$ cat config.mk
export PLATFORM = sky130hd
export DESIGN_NAME = eal_area_ctrl
export DESIGN_NICKNAME = d
export VERILOG_FILES = /design/src/shared/eal_pkg.sv /design/src/eal_lane_steer.sv /design/src/eal_area_ctrl.sv
export SDC_FILE = /design/constraint.sdc
export NUM_CORES = 1
export LEC_CHECK = 0
export ABC_AREA = 1
export BUFFER_PORTS_ARGS = -buffer_cell sky130_fd_sc_hd__buf_2
export CORE_ASPECT_RATIO = 0.9
export CORE_MARGIN = 2
export CORE_UTILIZATION = 50
export CTS_BUF_LIST = sky130_fd_sc_hd__clkbuf_8
export DETAILED_ROUTE_END_ITERATION = 12
export PLACE_DENSITY = 0.72
export REMOVE_ABC_BUFFERS = 1
export SLEW_MARGIN = 25
export SYNTH_ARGS = -nofsm -noshare
export SYNTH_HDL_FRONTEND = slang
export SYNTH_SLANG_ARGS = --single-unit
$ cat constraint.sdc
create_clock -name sys_clk_i -period 8.25 [get_ports sys_clk_i]
set_input_delay 0.825 -clock sys_clk_i [delete_from_list [all_inputs] [get_ports sys_clk_i]]
set_output_delay 0.825 -clock sys_clk_i [all_outputs]
set_load 0.1 [all_outputs]
$ cat src/shared/eal_pkg.sv
package eal_pkg;

    // physical address field that picks the area
    localparam int AREA_HI = 28;
    localparam int AREA_LO = 26;

    // area codes on address bits 28..26
    localparam logic [2:0] AREA0 = 3'h0;
    localparam logic [2:0] AREA1 = 3'h1;
    localparam logic [2:0] AREA2 = 3'h2;
    localparam logic [2:0] AREA3 = 3'h3;
    localparam logic [2:0] AREA4 = 3'h4;

    // width / access size codes (00 is treated as longword)
    localparam logic [1:0] SZ_BYTE = 2'h1;
    localparam logic [1:0] SZ_WORD = 2'h2;
    localparam logic [1:0] SZ_LONG = 2'h3;

    // external address width and sdram row split
    localparam int EXT_AW     = 26;
    localparam int SD_ROW_LSB = 13;

    // burst pitch is waits + 2, capped at ten clocks
    localparam logic [3:0] BURST_WAIT_MAX = 4'h8;

    // reset values of the pins: all strobes idle high
    localparam logic [3:0] PINS_IDLE = 4'hf;

    typedef enum logic [2:0] {
        ST_IDLE = 3'h0,
        ST_T1   = 3'h1,
        ST_TW   = 3'h2,
        ST_T2   = 3'h3,
        ST_ROW  = 3'h4,
        ST_COL  = 3'h5,
        ST_CAP  = 3'h6
    } eal_state_type;

    // three-bit wait field to 0..10 wait cycles
    function automatic logic [3:0] long_wait(input logic [2:0] f);
        case (f)
            3'h0:    long_wait = 4'h0;
            3'h1:    long_wait = 4'h1;
            3'h2:    long_wait = 4'h2;
            3'h3:    long_wait = 4'h3;
            3'h4:    long_wait = 4'h4;
            3'h5:    long_wait = 4'h6;
            3'h6:    long_wait = 4'h8;
            default: long_wait = 4'ha;
        endcase
    endfunction

    // size code to byte count
    function automatic logic [2:0] size_bytes(input logic [1:0] c);
        case (c)
            SZ_BYTE: size_bytes = 3'h1;
            SZ_WORD: size_bytes = 3'h2;
            default: size_bytes = 3'h4;
        endcase
    endfunction

endpackage

$ cat src/eal_lane_steer.sv
`timescale 1ns/100ps
// little-endian lane steering for one beat of a split access
module eal_lane_steer (
    input  wire logic [1:0]  width_i,
    input  wire logic [1:0]  size_i,
    input  wire logic [1:0]  addr_i,
    input  wire logic [1:0]  beat_i,
    input  wire logic [31:0] wdata_i,
    input  wire logic [31:0] ext_data_i,
    input  wire logic [31:0] rdata_i,
    output logic      [2:0]  beats_o,
    output logic      [1:0]  sub_off_o,
    output logic      [3:0]  strobe_o,
    output logic      [31:0] lane_data_o,
    output logic      [31:0] rdata_o
);
    logic [2:0]  wb;
    logic [2:0]  sb;
    logic [2:0]  bpb;
    logic [3:0]  bmask;
    logic [1:0]  fb;
    logic [1:0]  lane;
    logic [31:0] m32;
    logic [31:0] picked;

    // value byte fb of the beat lands on lane (addr + fb) mod width
    always_comb begin
        wb     = eal_pkg::size_bytes(width_i);
        sb     = eal_pkg::size_bytes(size_i);
        bpb    = (sb < wb) ? sb : wb;
        case (bpb)
            3'h1:    bmask = 4'h1;
            3'h2:    bmask = 4'h3;
            default: bmask = 4'hf;
        endcase
        fb     = 2'(beat_i * bpb[1:0]); // lowest byte first
        sub_off_o = addr_i + fb;
        lane   = sub_off_o & 2'(wb - 3'h1); // narrow ports use low lanes
        if (sb == bpb)
            beats_o = 3'h1;
        else if (sb == 3'h4 && wb == 3'h1)
            beats_o = 3'h4; // four byte beats
        else
            beats_o = 3'h2; // two halves
        strobe_o = 4'(bmask << lane); // only used lanes
        m32 = {{8{bmask[3]}}, {8{bmask[2]}}, {8{bmask[1]}}, {8{bmask[0]}}};
        lane_data_o = (wdata_i >> {fb, 3'h0}) << {lane, 3'h0};
        picked  = (ext_data_i >> {lane, 3'h0}) & m32;
        rdata_o = (rdata_i & ~(m32 << {fb, 3'h0})) | (picked << {fb, 3'h0});
    end

endmodule

$ cat src/eal_area_ctrl.sv
`timescale 1ns/100ps
// Overview of operation
// 16-bit port: even bytes lane 0, odd bytes lane 1; words use both.
// longword on 16-bit port: offset 0 bits 15-0, then offset 2 bits 31-16.
// 8-bit port: all bytes on lane 0, ascending, least significant first.
// address code 000 selects area 0 with its select, read and write strobes.
// address bits 31 to 29 are ignored, so areas repeat as shadows.
// area 0 width comes from the two mode pins.
// area 0 inserts 0 to 10 waits from its three-bit wait field.
// area 0 burst beats have a pitch of 2 to 10 clocks.
// code 001 is the peripheral area; no external cycle is run.
// code 010 asserts the area 2 select; width from its size field.
// area 2 ordinary memory uses read/write strobes and 0 to 3 waits.
// the wait pin extends ordinary cycles only, never sdram ones.
// area 2 sdram drives row, column, read/write and byte masks, muxed.
// code 011 asserts the area 3 select; width from its size field.
// area 3 ordinary memory uses read/write strobes and 0 to 3 waits.
// area 3 sdram is driven like area 2 sdram.
// code 100 selects area 4.
// area 4 asserts its select and strobes, size field, 0 to 10 waits.
// unselected selects and unused lane strobes stay high.
module eal_area_ctrl (
    input  wire logic        sys_clk_i,
    input  wire logic        nrst_i,
    input  wire logic        req_i,
    input  wire logic [31:0] req_addr_i,
    input  wire logic [1:0]  req_size_i,
    input  wire logic        req_write_i,
    input  wire logic [31:0] req_wdata_i,
    input  wire logic        width_mode_pin_a_i,
    input  wire logic        width_mode_pin_b_i,
    input  wire logic [2:0]  area0_wait_field_i,
    input  wire logic        area0_burst_i,
    input  wire logic        area2_size_hi_i,
    input  wire logic        area2_size_lo_i,
    input  wire logic        area2_wait_hi_i,
    input  wire logic        area2_wait_lo_i,
    input  wire logic        area2_sdram_i,
    input  wire logic        area3_size_hi_i,
    input  wire logic        area3_size_lo_i,
    input  wire logic        area3_wait_hi_i,
    input  wire logic        area3_wait_lo_i,
    input  wire logic        area3_sdram_i,
    input  wire logic [1:0]  area4_size_i,
    input  wire logic [2:0]  area4_wait_i,
    input  wire logic        ext_wait_n_i,
    input  wire logic [31:0] ext_data_i,
    output logic             busy_o,
    output logic             done_o,
    output logic             decline_o,
    output logic [31:0]      rdata_o,
    output logic [25:0]      ext_addr_o,
    output logic [31:0]      ext_data_o,
    output logic             ext_data_oe_n_o,
    output logic             area0_select_n_o,
    output logic             area2_select_n_o,
    output logic             area3_select_n_o,
    output logic             area4_select_n_o,
    output logic             read_strobe_n_o,
    output logic             lane0_write_strobe_n_o,
    output logic             lane1_write_strobe_n_o,
    output logic             lane2_write_strobe_n_o,
    output logic             lane3_write_strobe_n_o,
    output logic             row_strobe_upper_n_o,
    output logic             row_strobe_lower_n_o,
    output logic             column_strobe_upper_n_o,
    output logic             column_strobe_lower_n_o,
    output logic             sdram_rd_wr_o,
    output logic             lane0_byte_mask_o,
    output logic             lower_mid_byte_mask_o,
    output logic             upper_mid_byte_mask_o,
    output logic             top_byte_mask_o
);
    eal_pkg::eal_state_type state_q, state_d;
    logic [31:0] addr_q, addr_d, wdata_q, wdata_d, acc_q, acc_d;
    logic [31:0] rdata_q, rdata_d;
    logic [1:0]  size_q, size_d, width_q, width_d, beat_q, beat_d;
    logic [2:0]  area_q, area_d;
    logic [3:0]  waits_q, waits_d, cnt_q, cnt_d;
    logic        write_q, write_d, sdram_q, sdram_d, burst_q, burst_d;
    logic        done_q, done_d, decline_q, decline_d;
    logic [2:0]  area_in;
    logic [2:0]  beats_q;
    logic [1:0]  sub_d, sub_unused;
    logic [3:0]  strobe_d, strobe_unused;
    logic [31:0] lane_d, lane_unused, merged_q, merged_unused;
    logic [2:0]  beats_unused;

    // pin registers; each pin output is one of these flops
    logic        busy_q, busy_d, oe_n_q, oe_n_d, rd_n_q, rd_n_d;
    logic        row_n_q, row_n_d, col_n_q, col_n_d, rw_q, rw_d;
    logic [3:0]  cs_n_q, cs_n_d, we_n_q, we_n_d, mask_q, mask_d;
    logic [25:0] xa_q, xa_d;
    logic [31:0] xd_q, xd_d;

    // shadows fold away: only bits 28..26 take part
    assign area_in = req_addr_i[eal_pkg::AREA_HI:eal_pkg::AREA_LO];

    // steering for the beat the pins will show next
    eal_lane_steer u_steer_next (
        .width_i     (width_d),
        .size_i      (size_d),
        .addr_i      (addr_d[1:0]),
        .beat_i      (beat_d),
        .wdata_i     (wdata_d),
        .ext_data_i  (ext_data_i),
        .rdata_i     (acc_q),
        .beats_o     (beats_unused),
        .sub_off_o   (sub_d),
        .strobe_o    (strobe_d),
        .lane_data_o (lane_d),
        .rdata_o     (merged_unused)
    );

    // steering for the beat on the pins now, used to gather read bytes
    eal_lane_steer u_steer_now (
        .width_i     (width_q),
        .size_i      (size_q),
        .addr_i      (addr_q[1:0]),
        .beat_i      (beat_q),
        .wdata_i     (wdata_q),
        .ext_data_i  (ext_data_i),
        .rdata_i     (acc_q),
        .beats_o     (beats_q),
        .sub_off_o   (sub_unused),
        .strobe_o    (strobe_unused),
        .lane_data_o (lane_unused),
        .rdata_o     (merged_q)
    );

    // request capture, area decode and the beat sequencer
    always_comb begin
        state_d   = state_q;
        addr_d    = addr_q;
        wdata_d   = wdata_q;
        size_d    = size_q;
        write_d   = write_q;
        width_d   = width_q;
        waits_d   = waits_q;
        sdram_d   = sdram_q;
        burst_d   = burst_q;
        area_d    = area_q;
        beat_d    = beat_q;
        cnt_d     = cnt_q;
        acc_d     = acc_q;
        rdata_d   = rdata_q;
        done_d    = 1'b0;
        decline_d = 1'b0;
        case (state_q)
            eal_pkg::ST_IDLE: begin
                if (req_i) begin
                    addr_d  = req_addr_i;
                    wdata_d = req_wdata_i;
                    size_d  = req_size_i;
                    write_d = req_write_i;
                    area_d  = area_in;
                    beat_d  = 2'h0;
                    acc_d   = 32'h0;
                    sdram_d = 1'b0;
                    burst_d = 1'b0;
                    case (area_in)
                        eal_pkg::AREA0: begin
                            // width strapped by the mode pins
                            width_d = {width_mode_pin_b_i, width_mode_pin_a_i};
                            waits_d = eal_pkg::long_wait(area0_wait_field_i);
                            burst_d = area0_burst_i;
                            state_d = eal_pkg::ST_T1;
                        end
                        eal_pkg::AREA2: begin
                            width_d = {area2_size_hi_i, area2_size_lo_i};
                            waits_d = {2'h0, area2_wait_hi_i, area2_wait_lo_i};
                            sdram_d = area2_sdram_i;
                            state_d = area2_sdram_i ? eal_pkg::ST_ROW
                                                    : eal_pkg::ST_T1;
                        end
                        eal_pkg::AREA3: begin
                            width_d = {area3_size_hi_i, area3_size_lo_i};
                            waits_d = {2'h0, area3_wait_hi_i, area3_wait_lo_i};
                            sdram_d = area3_sdram_i;
                            state_d = area3_sdram_i ? eal_pkg::ST_ROW
                                                    : eal_pkg::ST_T1;
                        end
                        eal_pkg::AREA4: begin
                            width_d = area4_size_i;
                            waits_d = eal_pkg::long_wait(area4_wait_i);
                            state_d = eal_pkg::ST_T1;
                        end
                        default: begin
                            // peripheral area and areas not handled here:
                            // answer at once, selects and strobes stay idle; address and data pins still follow the request
                            done_d    = 1'b1;
                            decline_d = 1'b1;
                        end
                    endcase
                end
            end
            eal_pkg::ST_T1: begin
                if (waits_q != 4'h0) begin
                    state_d = eal_pkg::ST_TW;
                    cnt_d   = waits_q;
                end else begin
                    state_d = eal_pkg::ST_T2;
                end
            end
            eal_pkg::ST_TW: begin
                // the wait pin is looked at only on the last Tw
                if (cnt_q > 4'h1)
                    cnt_d = cnt_q - 4'h1;
                else if (ext_wait_n_i)
                    state_d = eal_pkg::ST_T2;
            end
            eal_pkg::ST_ROW: state_d = eal_pkg::ST_COL;
            eal_pkg::ST_COL: state_d = eal_pkg::ST_CAP;
            eal_pkg::ST_T2, eal_pkg::ST_CAP: begin
                acc_d = merged_q;
                if ({1'b0, beat_q} + 3'h1 == beats_q) begin
                    state_d = eal_pkg::ST_IDLE;
                    done_d  = 1'b1;
                    rdata_d = write_q ? rdata_q : merged_q;
                end else begin
                    beat_d = beat_q + 2'h1; // next split beat
                    if (sdram_q) begin
                        state_d = eal_pkg::ST_ROW;
                    end else if (burst_q) begin
                        // burst beats skip T1: pitch = waits + 2, capped at ten clocks
                        state_d = eal_pkg::ST_TW;
                        cnt_d = ((waits_q > eal_pkg::BURST_WAIT_MAX)
                                 ? eal_pkg::BURST_WAIT_MAX : waits_q) + 4'h1;
                    end else begin
                        state_d = eal_pkg::ST_T1;
                    end
                end
            end
            default: state_d = eal_pkg::ST_IDLE;
        endcase
    end

    logic ord_d, ext_d;

    // pin values for the cycle that state_d describes
    always_comb begin
        ord_d  = state_d == eal_pkg::ST_T1 || state_d == eal_pkg::ST_TW ||
                 state_d == eal_pkg::ST_T2;
        ext_d  = state_d != eal_pkg::ST_IDLE;
        busy_d = ext_d;
        // only the decoded area's select goes low
        cs_n_d = ~({4{ext_d}} & {area_d == eal_pkg::AREA4,
                                 area_d == eal_pkg::AREA3,
                                 area_d == eal_pkg::AREA2,
                                 area_d == eal_pkg::AREA0});
        rd_n_d = ~(ord_d && !write_d);
        we_n_d = ~({4{ord_d && write_d}} & strobe_d);
        oe_n_d = ~((ord_d || state_d == eal_pkg::ST_COL) && write_d);
        xd_d   = lane_d;
        row_n_d = state_d != eal_pkg::ST_ROW;
        col_n_d = state_d != eal_pkg::ST_COL;
        rw_d    = !write_d;
        mask_d  = (state_d == eal_pkg::ST_COL) ? ~strobe_d
                                               : eal_pkg::PINS_IDLE;
        // row phase carries the high half, column phase the low half
        if (state_d == eal_pkg::ST_ROW)
            xa_d = {{eal_pkg::SD_ROW_LSB{1'b0}},
                    addr_d[eal_pkg::EXT_AW-1:eal_pkg::SD_ROW_LSB]};
        else if (state_d == eal_pkg::ST_COL)
            xa_d = {{eal_pkg::SD_ROW_LSB{1'b0}},
                    addr_d[eal_pkg::SD_ROW_LSB-1:2], sub_d};
        else
            xa_d = {addr_d[eal_pkg::EXT_AW-1:2], sub_d};
    end

    // all state and pins in one bank; strobes and selects reset to idle-high, address and data pins to 0
    always_ff @(posedge sys_clk_i or negedge nrst_i) begin
        if (!nrst_i) begin
            state_q <= eal_pkg::ST_IDLE;
            addr_q  <= 32'h0;
            wdata_q <= 32'h0;
            acc_q   <= 32'h0;
            rdata_q <= 32'h0;
            size_q  <= eal_pkg::SZ_LONG;
            width_q <= eal_pkg::SZ_LONG;
            beat_q  <= 2'h0;
            area_q  <= eal_pkg::AREA0;
            waits_q <= 4'h0;
            cnt_q   <= 4'h0;
            write_q <= 1'b0;
            sdram_q <= 1'b0;
            burst_q <= 1'b0;
            done_q  <= 1'b0;
            decline_q <= 1'b0;
            busy_q  <= 1'b0;
            oe_n_q  <= 1'b1;
            rd_n_q  <= 1'b1;
            row_n_q <= 1'b1;
            col_n_q <= 1'b1;
            rw_q    <= 1'b1;
            cs_n_q  <= eal_pkg::PINS_IDLE;
            we_n_q  <= eal_pkg::PINS_IDLE;
            mask_q  <= eal_pkg::PINS_IDLE;
            xa_q    <= 26'h0;
            xd_q    <= 32'h0;
        end else begin
            state_q <= state_d;
            addr_q  <= addr_d;
            wdata_q <= wdata_d;
            acc_q   <= acc_d;
            rdata_q <= rdata_d;
            size_q  <= size_d;
            width_q <= width_d;
            beat_q  <= beat_d;
            area_q  <= area_d;
            waits_q <= waits_d;
            cnt_q   <= cnt_d;
            write_q <= write_d;
            sdram_q <= sdram_d;
            burst_q <= burst_d;
            done_q  <= done_d;
            decline_q <= decline_d;
            busy_q  <= busy_d;
            oe_n_q  <= oe_n_d;
            rd_n_q  <= rd_n_d;
            row_n_q <= row_n_d;
            col_n_q <= col_n_d;
            rw_q    <= rw_d;
            cs_n_q  <= cs_n_d;
            we_n_q  <= we_n_d;
            mask_q  <= mask_d;
            xa_q    <= xa_d;
            xd_q    <= xd_d;
        end
    end

    assign busy_o                  = busy_q;
    assign done_o                  = done_q;
    assign decline_o               = decline_q;
    assign rdata_o                 = rdata_q;
    assign ext_addr_o              = xa_q;
    assign ext_data_o              = xd_q;
    assign ext_data_oe_n_o         = oe_n_q;
    assign area0_select_n_o        = cs_n_q[0];
    assign area2_select_n_o        = cs_n_q[1];
    assign area3_select_n_o        = cs_n_q[2];
    assign area4_select_n_o        = cs_n_q[3];
    assign read_strobe_n_o         = rd_n_q;
    assign lane0_write_strobe_n_o  = we_n_q[0];
    assign lane1_write_strobe_n_o  = we_n_q[1];
    assign lane2_write_strobe_n_o  = we_n_q[2];
    assign lane3_write_strobe_n_o  = we_n_q[3];
    assign row_strobe_upper_n_o    = row_n_q; // both halves move together
    assign row_strobe_lower_n_o    = row_n_q;
    assign column_strobe_upper_n_o = col_n_q;
    assign column_strobe_lower_n_o = col_n_q;
    assign sdram_rd_wr_o           = rw_q;
    assign lane0_byte_mask_o       = mask_q[0];
    assign lower_mid_byte_mask_o   = mask_q[1];
    assign upper_mid_byte_mask_o   = mask_q[2];
    assign top_byte_mask_o         = mask_q[3];

    // checks on the pins against the sequencer
    one_select_a: assert property (@(posedge sys_clk_i) disable iff (!nrst_i)
        $onehot0(~cs_n_q)) else $error("two selects low");
    area0_decode_a: assert property (@(posedge sys_clk_i) disable iff (!nrst_i)
        state_q == eal_pkg::ST_IDLE && req_i && area_in == eal_pkg::AREA0
        |=> !area0_select_n_o ##1 !area0_select_n_o)
        else $error("area 0 select missing");
    periph_quiet_a: assert property (@(posedge sys_clk_i) disable iff (!nrst_i)
        state_q == eal_pkg::ST_IDLE && req_i && area_in == eal_pkg::AREA1
        |=> done_o && decline_o && cs_n_q == eal_pkg::PINS_IDLE)
        else $error("peripheral area ran a cycle");
    byte_lane_a: assert property (@(posedge sys_clk_i) disable iff (!nrst_i)
        state_q == eal_pkg::ST_T2 && width_q == eal_pkg::SZ_BYTE
        |-> we_n_q[3:1] == 3'h7) else $error("8-bit lane misuse");
    long16_order_a: assert property (@(posedge sys_clk_i)
        disable iff (!nrst_i)
        state_q == eal_pkg::ST_T2 && width_q == eal_pkg::SZ_WORD &&
        size_q == eal_pkg::SZ_LONG
        |-> ext_addr_o[1:0] == {beat_q[0], 1'b0})
        else $error("16-bit long beat offset");
    odd16_lane_a: assert property (@(posedge sys_clk_i) disable iff (!nrst_i)
        state_q == eal_pkg::ST_T2 && write_q && addr_q[0] &&
        width_q == eal_pkg::SZ_WORD && size_q == eal_pkg::SZ_BYTE
        |-> we_n_q == 4'hd) else $error("odd byte not on lane 1");
    short_wait_a: assert property (@(posedge sys_clk_i) disable iff (!nrst_i)
        state_q == eal_pkg::ST_T1 && waits_q == 4'h2
        |=> state_q == eal_pkg::ST_TW ##1 state_q == eal_pkg::ST_TW)
        else $error("two waits not held");
    long_wait_a: assert property (@(posedge sys_clk_i) disable iff (!nrst_i)
        state_q == eal_pkg::ST_T1 && waits_q == 4'ha
        |=> (state_q == eal_pkg::ST_TW) [*8])
        else $error("ten waits cut short");
    sdram_nowait_a: assert property (@(posedge sys_clk_i) disable iff (!nrst_i)
        state_q == eal_pkg::ST_ROW
        |=> !column_strobe_lower_n_o ##1 state_q == eal_pkg::ST_CAP)
        else $error("sdram beat stalled");

endmodule

**After elaboration in Yosys (flattened, before gate mapping)**

Index checks and enable logic that the tools add are counted.

- Bits in registers: 223
- Input port bits: 124
- Output and inout port bits: 112
- Word-level logic and storage cells: 199

- Add/subtract/negate cells: 8
- Multiply operators: 2
- $lt $le $gt $ge: 4
- Equality and inequality tests: 53
- Shift operators: 6
- Mux-type cells: 59
- Bitwise logic cells: 14
- Reduce and logical (&&, ||, !) cells: 26

Operator list:

| kind | count |
|---|---|
| 26-bit 2-to-1 mux | 4 |
| 32-bit 2-to-1 mux | 3 |
| 32-bit by 5-bit left shift with 32-bit output | 3 |
| 32-bit AND | 2 |
| 32-bit case mux with 2 select lines | 1 |
| 32-bit by 5-bit >> shifter with 32-bit output | 2 |
| 4-bit case mux with 7 select lines | 2 |
| 3-bit by 2-bit equality test with 1-bit output, second input constant | 14 |
| 3-bit equality test, second input constant | 14 |
| 3-bit 2-to-1 mux | 13 |
| 32-bit NOT | 1 |
| 32-bit bitwise OR | 1 |
| 4-bit 2-to-1 mux | 7 |
| 3-bit case mux with 2 select lines | 4 |
| 3-bit by 1-bit equality test with 1-bit output, second input constant | 7 |
| 3-bit case mux with 6 select lines | 1 |
| 4-bit case mux with 2 select lines | 2 |
| 4-bit case mux with 4 select lines | 1 |
| 3-bit logical NOT | 5 |
| 2-bit 2-to-1 mux | 7 |
| 2-bit inequality test, second input constant | 6 |
| 4-bit NOT | 3 |
| 4-bit case mux with 3 select lines | 1 |
| 3-bit case mux with 3 select lines | 1 |
| other kinds (33) | 67 |

**Logic depth before layout (Yosys ltp)**

Gate-level depths: netlist of the first run.

- Depth after elaboration: 15
- Depth in mapped cells: 29
- Gate-level depth less buffers: 26

**By module**

Synthesis of the first run repeated with hierarchy kept, for this count alone.

- Cells, all modules: 2111
- Area total of the unflattened synthesis: 15075.7 sq um

By module, submodules not included:

| module | times used | cells each | area an instance (sq um) | sequential area each (sq um) |
|---|---|---|---|---|
| eal_area_ctrl | 1 | 859 | 8729.6 | 5606.6 |
| eal_lane_steer | 2 | 626 | 3173.0 | 0.0 |

**Least setup slack after synthesis of the first run**

No wires, ideal clock.

- Path kind: input to register
- From: input port req_i
- To: register xd_q[25] (netlist: ext_data_o[25])
- Setup time: 0.118 ns
- Arrival time: 4.788 ns
- Data required time: 8.132 ns
- Slack: 3.344 ns
- Stages on the path: 25
- Path buffers: 6
- Path through: nand2_1 > buf_2 > clkbuf_1 > clkbuf_1 > nand2_1 > o21ai_0 > inv_1 > ha_1 > ha_1 > a21oi_1 > nand2_1 > o21a_1 > clkbuf_1 > nand3_2 > buf_2 > inv_1 > ha_1 > inv_1 > nor2_1 > clkinv_1 > clkbuf_1 > nand3_1 > o21ai_0 > nand2_1 > nand2_1

- Longest elaborated chain between the ends: 10
- Elaborated cells on any way between the ends: 24
- Classes of those cells: add/sub: 2; mul: 1; order compare: 1; eq/ne: 4; shift: 2; mux: 13; bitwise: 1

RTL lines:

| item | RTL line | text |
|---|---|---|
| start, declared | eal_area_ctrl.sv:25 | `input wire logic req_i,` |
| 2-bit 2-to-1 mux (*) | eal_area_ctrl.sv:151 | `if (req_i) begin` |
| 2-bit 2-to-1 mux (*) | eal_area_ctrl.sv:149 | `case (state_q)` |
| via size_d[1] | eal_area_ctrl.sv:77 | `logic [1:0] size_q, size_d, width_q, width_d, beat_q, beat_d;` |
| 2-bit equality test / 2-bit by 1-bit equality test with 1-bit output (equally long branches) | eal_pkg.sv:55 | `case (c)` |
| 3-bit case mux with 2 select lines (*) | eal_pkg.sv:55 |  |
| 3-bit < comparator | eal_lane_steer.sv:30 | `bpb = (sb < wb) ? sb : wb;` |
| 3-bit 2-to-1 mux (*) | eal_lane_steer.sv:30 |  |
| 2-bit by 2-bit multiplier with 2-bit output (*) | eal_lane_steer.sv:36 | `fb = 2'(beat_i * bpb[1:0]);` |
| parallel branches: the longest is 2 deep, another holds 32-bit by 5-bit >> shifter with 32-bit output | - |  |
| 32-bit by 5-bit left shift with 32-bit output (*) | eal_lane_steer.sv:47 | `lane_data_o = (wdata_i >> {fb, 3'h0}) << {lane, 3'h0};` |
| via lane_d[25] | eal_area_ctrl.sv:86 | `logic [31:0] lane_d, lane_unused, merged_q, merged_unused;` |
| end signal, assigned | eal_area_ctrl.sv:300 | `xd_q <= 32'h0;` |
| end signal, assigned | eal_area_ctrl.sv:328 | `xd_q <= xd_d;` |
| end, declared | eal_area_ctrl.sv:94 | `logic [31:0] xd_q, xd_d;` |

Mark *: on every way through the listed nets, which the timed path passes.
A chain may end at the register's enable or synchronous reset.

**Worst setup path in the final report of the first run**

- From: register state_q[2]
- To: register mask_q[0]

- Longest elaborated chain between the ends: 12
- Elaborated cells on any way between the ends: 36
- Classes of those cells: add/sub: 2; mul: 1; order compare: 1; eq/ne: 13; shift: 1; mux: 14; bitwise: 2; reduce/logical: 2

RTL lines:

| item | RTL line | text |
|---|---|---|
| start, declared | eal_area_ctrl.sv:74 | `eal_pkg::eal_state_type state_q, state_d;` |
| start signal, assigned | eal_area_ctrl.sv:274 | `state_q <= eal_pkg::ST_IDLE;` |
| start signal, assigned | eal_area_ctrl.sv:302 | `state_q <= state_d;` |
| 3-bit logical NOT (*) | eal_area_ctrl.sv:149 |  |
| 2-bit 2-to-1 mux (*) | eal_area_ctrl.sv:149 |  |
| via u_steer_next.width_i[1] | eal_lane_steer.sv:4 | `input wire logic [1:0] width_i,` |
| 2-bit equality test / 2-bit by 1-bit equality test with 1-bit output (equally long branches) | eal_pkg.sv:55 |  |
| 3-bit case mux with 2 select lines (*) | eal_pkg.sv:55 |  |
| 3-bit < comparator | eal_lane_steer.sv:30 |  |
| 3-bit 2-to-1 mux | eal_lane_steer.sv:30 |  |
| 2-bit by 2-bit multiplier with 2-bit output | eal_lane_steer.sv:36 |  |
| 2-bit adder | eal_lane_steer.sv:37 | `sub_off_o = addr_i + fb;` |
| 2-bit AND | eal_lane_steer.sv:38 | `lane = sub_off_o & 2'(wb - 3'h1);` |
| 4-bit by 2-bit left shift with 4-bit output (*) | eal_lane_steer.sv:45 | `strobe_o = 4'(bmask << lane);` |
| 4-bit NOT (*) | eal_area_ctrl.sv:258 | `mask_d = (state_d == eal_pkg::ST_COL) ? ~strobe_d` |
| 4-bit 2-to-1 mux (*) | eal_area_ctrl.sv:258 |  |
| via mask_d[0] | eal_area_ctrl.sv:92 | `logic [3:0] cs_n_q, cs_n_d, we_n_q, we_n_d, mask_q, mask_d;` |
| end signal, assigned | eal_area_ctrl.sv:298 | `mask_q <= eal_pkg::PINS_IDLE;` |
| end signal, assigned | eal_area_ctrl.sv:326 | `mask_q <= mask_d;` |
| end, declared | eal_area_ctrl.sv:92 |  |

The timed path passes the listed nets; every way through them passes the cells marked *.

==> impl_metrics.tcl, run 1 <==
set metrics [dict create \
    yosys_warnings 0 \
    async_set_reset_flop_share_out_of_synthesis_pct 100.0 \
    setup-tns-final_ps 0 \
    post_synth_instance_area_sq_um 11790 \
    globalRouteOverflowTotal 0 \
    via_per_inst 5.268 \
    clock_insertion_delay_worst_skew_ps 570 \
    totalWireLength_mm 31.50 \
    worst_path_dominant_cell_family "simple AND/OR/NAND/NOR gates" \
    post_cts_buffers 0 \
    design.final.nets 1874 \
    dp_hpwl_mm 21.16 \
    setup_viol 0 \
    critical_path.slowest_cell "sky130_fd_sc_hd__clkinv_1" \
    row_count 53 \
    endpoint_kind "flop" \
    finish.utilization_pct 59.62 \
    die_x_um 165.9 \
    tightestPinTransition_ps 1011 \
    timing.final.crit_share_pct 85.83 \
    largest_net_degree_at_the_start_of_global_routing 90 \
    fillers 2103 \
    number_of_vias_after_detailed_routing 10860 \
    layout-area-overhead-vs-synth_pct 17.70 \
    worst_path_largest_cell_delay_ps 840 \
    final_setup_skew_ps 32.83 \
    placeableCoreArea_sq_um 23280 \
    route.detailed.drc 0 \
    route.antenna.remaining_nets 0 \
    regArea_sq_um 5607 \
    syn-mean-instance-area_sq_um 7.788 \
    timing.max_cap.violations 0 \
    cts_htree_levels 2 \
    synth_cell_type_count 47 \
    tritoncts "built" \
    finalCriticalPeriod_ps 7081 \
    clk_root_buffer_cell "sky130_fd_sc_hd__clkbuf_8" \
    crit_arrival_ps 7570 \
    r2r_endpoint "mask_q[0]$_DFF_PN1_" \
    dieArea_sq_um 24830 \
    crit_path_start_kind "flop" \
    globalRouteTotalUtil_pct 25.15 \
    critical_path_required_ps 8730 \
    multi_input_area_sq_um 5274 \
    cts_buffer_depth 3 \
    grt_first_pass_wirelength_mm 51.26 \
    dr.first_iter.drc_count 954 \
    max-slew-margin-rel_pct 32.15 \
    reg2reg_depth 26 \
    ratio_of_cells_with_drive_above_1_in_the_final_layout_pct 22.18 \
    ys_seq_area_share_pct 47.55 \
    slew_violations 0 \
    synth_cells 1514 \
    start_util_pct 50.66 \
    cp.buffers_inverters 9 \
    cts_sinks 223 \
    cts_buffers 39 \
    fp.dieH_um 149.7 \
    ff2ff_setup_slack_ps 1170 \
    timing.rr.start "state_q[2]$_DFF_PN0_" \
    finalWeightedCongestion 0.8724 \
    fmax_ghz 0.1412 \
    timing.final.hold_violations 0 \
    ys_ff_latch 223 \
    worst_path_most_repeated_cell "sky130_fd_sc_hd__inv_1" \
    antenna_violations_before_repair 3 \
    crit_path_start "state_q[2]$_DFF_PN0_" \
    route.detailed.wl_per_inst_um 15.28 \
    post_cts_resize_count 0 \
    critPathMaxFanout 41 \
    ys_dominant_reg_cell "sky130_fd_sc_hd__dfrtp_1" \
    dr.pass1.iters 7 \
    worst-setup-path-type "reg -> reg" \
    hold_path.class "in -> async" \
    vias_in_the_first_global_route 10440 \
    cts-hold-fix-buffers 0 \
    numPortBuffers 232 \
    cts.clk_slew.worst_paths_ps 60 \
    boundaryPins 236 \
    run_status "completed" \
    grt_setup_unrepaired "false" \
    synth_edf_count 0 \
]
[layout make-up]
| class | instances | share of cell area (%) |
|---|---|---|
| flip-flops and latches | 223 | 40.40 |
| multi-input cells | 1064 | 38.00 |
| repair buffers | 241 | 8.952 |
| clock buffers | 48 | 4.760 |
| inverters | 160 | 4.327 |
| well taps | 302 | 2.723 |
| clock inverters | 22 | 0.8204 |
| diodes | 1 | 0.01803 |
[layer usage]
| metal | global-route usage, % | part of all wire (%) |
|---|---|---|
| met1 | 33.43 | 43 |
| met2 | 40.04 | 45 |
| met3 | 6.533 | 8.8 |
| met4 | 9.261 | 2.8 |
| met5 | 0 | 0.083 |
[state kept, by name, summed over array words and instances, names as in the netlist, 3 cells and up]
name        cells
rdata_o        32
wdata_q        32
we_n_q          4
acc_q          32
mask_q          4
ext_addr_o     26
ext_data_o     32
cnt_q           4
cs_n_q          4
state_q         3
area_q          3
addr_q         26
waits_q         4
[worst max path at each step]
stage          cells past startpoint                       end
6_report                          26       mask_q[0]$_DFF_PN1_
5_1_grt                           26       mask_q[0]$_DFF_PN1_
4_1_cts                           26       mask_q[0]$_DFF_PN1_
3_5_place_dp                      24       mask_q[0]$_DFF_PN1_
3_3_place_gp                      24       mask_q[0]$_DFF_PN1_
2_1_floorplan                     22  ext_data_o[25]$_DFF_PN0_
[logic make-up after synthesis]
logic type      share of synthesized area, %
simple gates                           30.03
mux                                    2.292
compound gates                         9.826
fa+ha+maj                              2.228
xor+xnor                              0.2229
flops                                  47.55
buf+inv                                7.852
[metrics by stage]
step,hold WS [ps],instance area [sq um],setup WS (ps),std cells
detailed placement,462.9,13100,1370,1990
CTS,268.9,13870,1330,2060
global placement,459.8,13100,1530,1990
floorplan,444.9,11470,576.0,1447
finish,271.4,13880,1169,2061
global route,310.6,13880,625.8,2061
[cells in the mapped netlist, types with 5 or more instances]
master | number | area (sq um)
sky130_fd_sc_hd__o211ai_1 | 5 | 37.54
sky130_fd_sc_hd__mux2i_1 | 27 | 270.3
sky130_fd_sc_hd__nand3_1 | 108 | 540.5
sky130_fd_sc_hd__o21bai_1 | 5 | 37.54
sky130_fd_sc_hd__inv_1 | 150 | 563.0
sky130_fd_sc_hd__nor3_1 | 8 | 40.04
sky130_fd_sc_hd__ha_1 | 21 | 262.8
sky130_fd_sc_hd__nand2_1 | 500 | 1877
sky130_fd_sc_hd__nand2_2 | 10 | 62.56
sky130_fd_sc_hd__o21ai_0 | 114 | 570.6
sky130_fd_sc_hd__nor2_1 | 88 | 330.3
sky130_fd_sc_hd__nand4_1 | 40 | 250.2
sky130_fd_sc_hd__nand3_4 | 5 | 87.58
sky130_fd_sc_hd__dfrtp_1 | 202 | 5055
sky130_fd_sc_hd__a31oi_1 | 7 | 43.79
sky130_fd_sc_hd__inv_2 | 8 | 30.03
sky130_fd_sc_hd__dfstp_2 | 21 | 551.8
sky130_fd_sc_hd__nand3_2 | 6 | 60.06
sky130_fd_sc_hd__o21ai_1 | 29 | 145.1
sky130_fd_sc_hd__a21oi_1 | 30 | 150.1
sky130_fd_sc_hd__buf_6 | 5 | 56.30
sky130_fd_sc_hd__buf_2 | 17 | 85.08
sky130_fd_sc_hd__clkbuf_1 | 37 | 138.9
sky130_fd_sc_hd__nand2_4 | 7 | 78.83
sky130_fd_sc_hd__or2_2 | 23 | 143.9
[worst reg2reg max path, delay by kind of cell (launching register included)]
kind	cells	cell delay, ps
AND/OR/NAND/NOR	11	3200
buffers and inverters	9	2190
adder cells (fa/ha/maj)	3	710
AO/OA/AOI/OAI	3	520
flip-flops	1	430
[layout by cell type (no fill, tap or decap), types with 3 or more instances in the layout]
master                       n
sky130_fd_sc_hd__nand2_1   499
sky130_fd_sc_hd__buf_2     231
sky130_fd_sc_hd__dfrtp_1   202
sky130_fd_sc_hd__inv_1     165
sky130_fd_sc_hd__o21ai_0   114
sky130_fd_sc_hd__nand3_1   108
sky130_fd_sc_hd__nor2_1     85
sky130_fd_sc_hd__clkbuf_8   48
sky130_fd_sc_hd__nand4_1    40
sky130_fd_sc_hd__a21oi_1    30
sky130_fd_sc_hd__o21ai_1    29
sky130_fd_sc_hd__mux2i_1    27
sky130_fd_sc_hd__or2_2      23
sky130_fd_sc_hd__ha_1       21
sky130_fd_sc_hd__dfstp_2    21
sky130_fd_sc_hd__nand2_2    10
sky130_fd_sc_hd__inv_2       9
sky130_fd_sc_hd__nand2_4     8
sky130_fd_sc_hd__nor3_1      8
sky130_fd_sc_hd__buf_4       8
sky130_fd_sc_hd__a31oi_1     7
sky130_fd_sc_hd__nand3_2     6
sky130_fd_sc_hd__nor2_2      5
sky130_fd_sc_hd__nand3_4     5
sky130_fd_sc_hd__o211ai_1    5
sky130_fd_sc_hd__o21bai_1    5
sky130_fd_sc_hd__o21a_1      4
sky130_fd_sc_hd__a21boi_1    3
sky130_fd_sc_hd__clkinv_2    3
Power of run 1 is left out: the tool's default activity adds up to more than one toggle a clock period on the data nets, which glitch-free logic cannot reach.
==> inputs of run 2 (changes only) <==
--- a/config.mk
+++ b/config.mk
@@ -5,7 +5,7 @@
 export SDC_FILE = /design/constraint.sdc
 export NUM_CORES = 1
 export LEC_CHECK = 0
-export ABC_AREA = 1
+export ABC_CLOCK_PERIOD_IN_PS = 8250
 export BUFFER_PORTS_ARGS = -buffer_cell sky130_fd_sc_hd__buf_2
 export CORE_ASPECT_RATIO = 0.9
 export CORE_MARGIN = 2
==> impl_metrics.tcl, run 2 <==
set metrics [dict create \
    ys_ff_latch 223 \
    cts_buffers 39 \
    finalWeightedCongestion 0.9419 \
    slew_violations 0 \
    vias_in_the_first_global_route 10060 \
    largest_net_degree_at_the_start_of_global_routing 94 \
    tightestPinTransition_ps 1025 \
    numPortBuffers 232 \
    timing.final.hold_violations 0 \
    post_synth_mux_area_share_pct 10.31 \
    number_of_vias_after_detailed_routing 10040 \
    route.antenna.remaining_nets 0 \
    run_status "completed" \
    synth_simple_gate_area_share_pct 15.80 \
    layout_common_cells "sky130_fd_sc_hd__buf_2, sky130_fd_sc_hd__dfrtp_1, sky130_fd_sc_hd__nand2_1" \
    hold_path.class "in -> async" \
    critical_path_required_ps 8680 \
    ys_seq_area_share_pct 47.97 \
    endpoint_kind "flop" \
    clock_insertion_delay_worst_skew_ps 550 \
    ratio_of_cells_with_drive_above_1_in_the_final_layout_pct 25.98 \
    worst-setup-path-type "reg -> reg" \
    syn-mean-instance-area_sq_um 9.716 \
    dr.pass1.iters 8 \
    grt_setup_unrepaired "false" \
    timing.max_cap.violations 0 \
    synth_cell_type_count 73 \
    dp_hpwl_mm 22.12 \
    via_per_inst 5.738 \
    layout_commonest_cell "sky130_fd_sc_hd__buf_2" \
    synth_top_cells_by_count "sky130_fd_sc_hd__dfrtp_1, sky130_fd_sc_hd__nand2_1, sky130_fd_sc_hd__mux2i_1, sky130_fd_sc_hd__nor2_1, sky130_fd_sc_hd__a21oi_1" \
    setup-tns-final_ps 0 \
    post_cts_buffers 0 \
    globalRouteTotalUtil_pct 26.27 \
    grt.busiest_layer "met2" \
    ys_dominant_reg_cell "sky130_fd_sc_hd__dfrtp_1" \
    antenna_violations_before_repair 3 \
    dr.first_iter.drc_count 781 \
    row_count 53 \
    dp_cells 1679 \
    totalWireLength_mm 31.93 \
    setup_slack_after_layout_ps 1832 \
    post-place-ws_ps 1731 \
    yosys_warnings 0 \
    critPathMaxFanout 69 \
    fp.dieH_um 149.1 \
    tritoncts "built" \
    timing.final.crit_share_pct 77.80 \
    route.detailed.wl_per_inst_um 18.24 \
    crit_arrival_ps 6840 \
    globalRouteOverflowTotal 0 \
    post_synth_fa_ha_maj_area_fraction_pct 2.334 \
    grt_util_met2_pct 41.52 \
    cts_htree_levels 2 \
    max-slew-margin-rel_pct 31.69 \
    met1_usage_pct 34.66 \
    post-synth-top-area-fraction_pct 43.25 \
    cts_buffer_depth 3 \
    crit_path_start "state_q[0]$_DFF_PN0_" \
    synth-compound-area-share_pct 17.15 \
    route.detailed.drc 0 \
    synthXorXnorAreaFrac_pct 1.873 \
    final_setup_skew_ps 29.15 \
    post_cts_resize_count 0 \
    placeableCoreArea_sq_um 23140 \
    boundaryPins 236 \
    cts.clk_slew.worst_paths_ps 60 \
    post_synth_instance_area_sq_um 11690 \
    timing.rr.start "state_q[0]$_DFF_PN0_" \
    combinational_family_with_the_most_area_after_synthesis "compound AO/OA/AOI/OAI gates" \
    dieArea_sq_um 24620 \
    post-synth-top-area-cell "sky130_fd_sc_hd__dfrtp_1" \
    synth_edf_count 0 \
    layout-area-overhead-vs-synth_pct 19.61 \
    clk_root_buffer_cell "sky130_fd_sc_hd__clkbuf_8" \
    synth_top_cells_by_area "sky130_fd_sc_hd__dfrtp_1, sky130_fd_sc_hd__mux2i_1, sky130_fd_sc_hd__nand2_1" \
    crit_path_start_kind "flop" \
    cts-hold-fix-buffers 0 \
    cts_sinks 223 \
    most_common_cell_in_the_synthesized_netlist "sky130_fd_sc_hd__dfrtp_1" \
    grt_first_pass_wirelength_mm 51.34 \
    synth_cells 1203 \
    finalCriticalPeriod_ps 6418 \
    async_set_reset_flop_share_out_of_synthesis_pct 100.0 \
    fmax_ghz 0.1558 \
    start_util_pct 50.51 \
    grt.met3_usage_pct 7.840 \
    setup_viol 0 \
    design.final.nets 1563 \
    finalNonFillerCells 1750 \
    die_x_um 165.2 \
]
-- run 2: final timing paths --
path / endpoint / slack [ps] / cells past startpoint
setup / recovery: ext_data_o[22]$_DFF_PN0_ / 1830 / 19
hold / removal: rdata_o[0]$_DFFE_PN0P_ / 270 / 1
setup reg to reg: ext_data_o[22]$_DFF_PN0_ / 1830 / 19
hold reg to reg: addr_q[5]$_DFF_PN0_ / 470 / 2
max in group asynchronous: addr_q[22]$_DFF_PN0_ / 6720 / 2
min in group sys_clk_i: addr_q[5]$_DFF_PN0_ / 470 / 2
-- run 2: logic make-up (layout without fill, tap and decap cells) --
kind of cell / Yosys count / in the layout
XOR/XNOR: 19 / 19
multiplexers: 117 / 117
AND/OR/NAND/NOR: 399 / 399
adder cells (fa/ha/maj): 22 / 22
other: 0 / 1
buffers and inverters: 134 / 378
AO/OA/AOI/OAI: 289 / 289
flip-flops: 223 / 223
-- run 2: cell type report --
cell class                 count  area [sq um]
timing repair buffer         243          1257
sequential                   223          5607
clock buffer                  49         674.4
tap                          302         377.9
fill                        1997          9163
inverter                      65         244.0
antenna                        1         2.502
multi-input combinational    846          5590
clock inverter                21         227.7
-- run 2: routing by layer --
metal / vias to the layer above / routed length (um)
met5: - / 23
met4: 4 / 834
met3: 72 / 2898
met2: 417 / 14480
met1: 4826 / 13690
li1: 4723 / -
-- run 2: critical path: stages (launching register included) --
cell	delay [ps]
sky130_fd_sc_hd__dfrtp_1	550
sky130_fd_sc_hd__nor2_1	320
sky130_fd_sc_hd__and3_4	230
sky130_fd_sc_hd__buf_4	770
sky130_fd_sc_hd__nor2_1	80
sky130_fd_sc_hd__a21oi_1	210
sky130_fd_sc_hd__inv_1	90
sky130_fd_sc_hd__ha_1	310
sky130_fd_sc_hd__ha_1	350
sky130_fd_sc_hd__o21a_1	140
sky130_fd_sc_hd__nor2_1	40
sky130_fd_sc_hd__o21ai_0	390
sky130_fd_sc_hd__or4_1	180
sky130_fd_sc_hd__buf_4	330
sky130_fd_sc_hd__inv_1	110
sky130_fd_sc_hd__ha_1	320
sky130_fd_sc_hd__nand2b_1	720
sky130_fd_sc_hd__nor2_1	290
sky130_fd_sc_hd__a22o_1	390
sky130_fd_sc_hd__a2111o_1	460
-- run 2: through the flow --
step / hold slack [ps] / utilization (%) / instance area, sq um
6_report: 271.0 / 60.41 / 13980
4_1_cts: 308.0 / 60.34 / 13960
5_1_grt: 327.5 / 60.40 / 13980
3_3_place_gp: 451.4 / 56.43 / 13060
2_1_floorplan: 435.8 / - / 11400
3_5_place_dp: 453.9 / 56.44 / 13060
Power of run 2 is left out for the same reason.
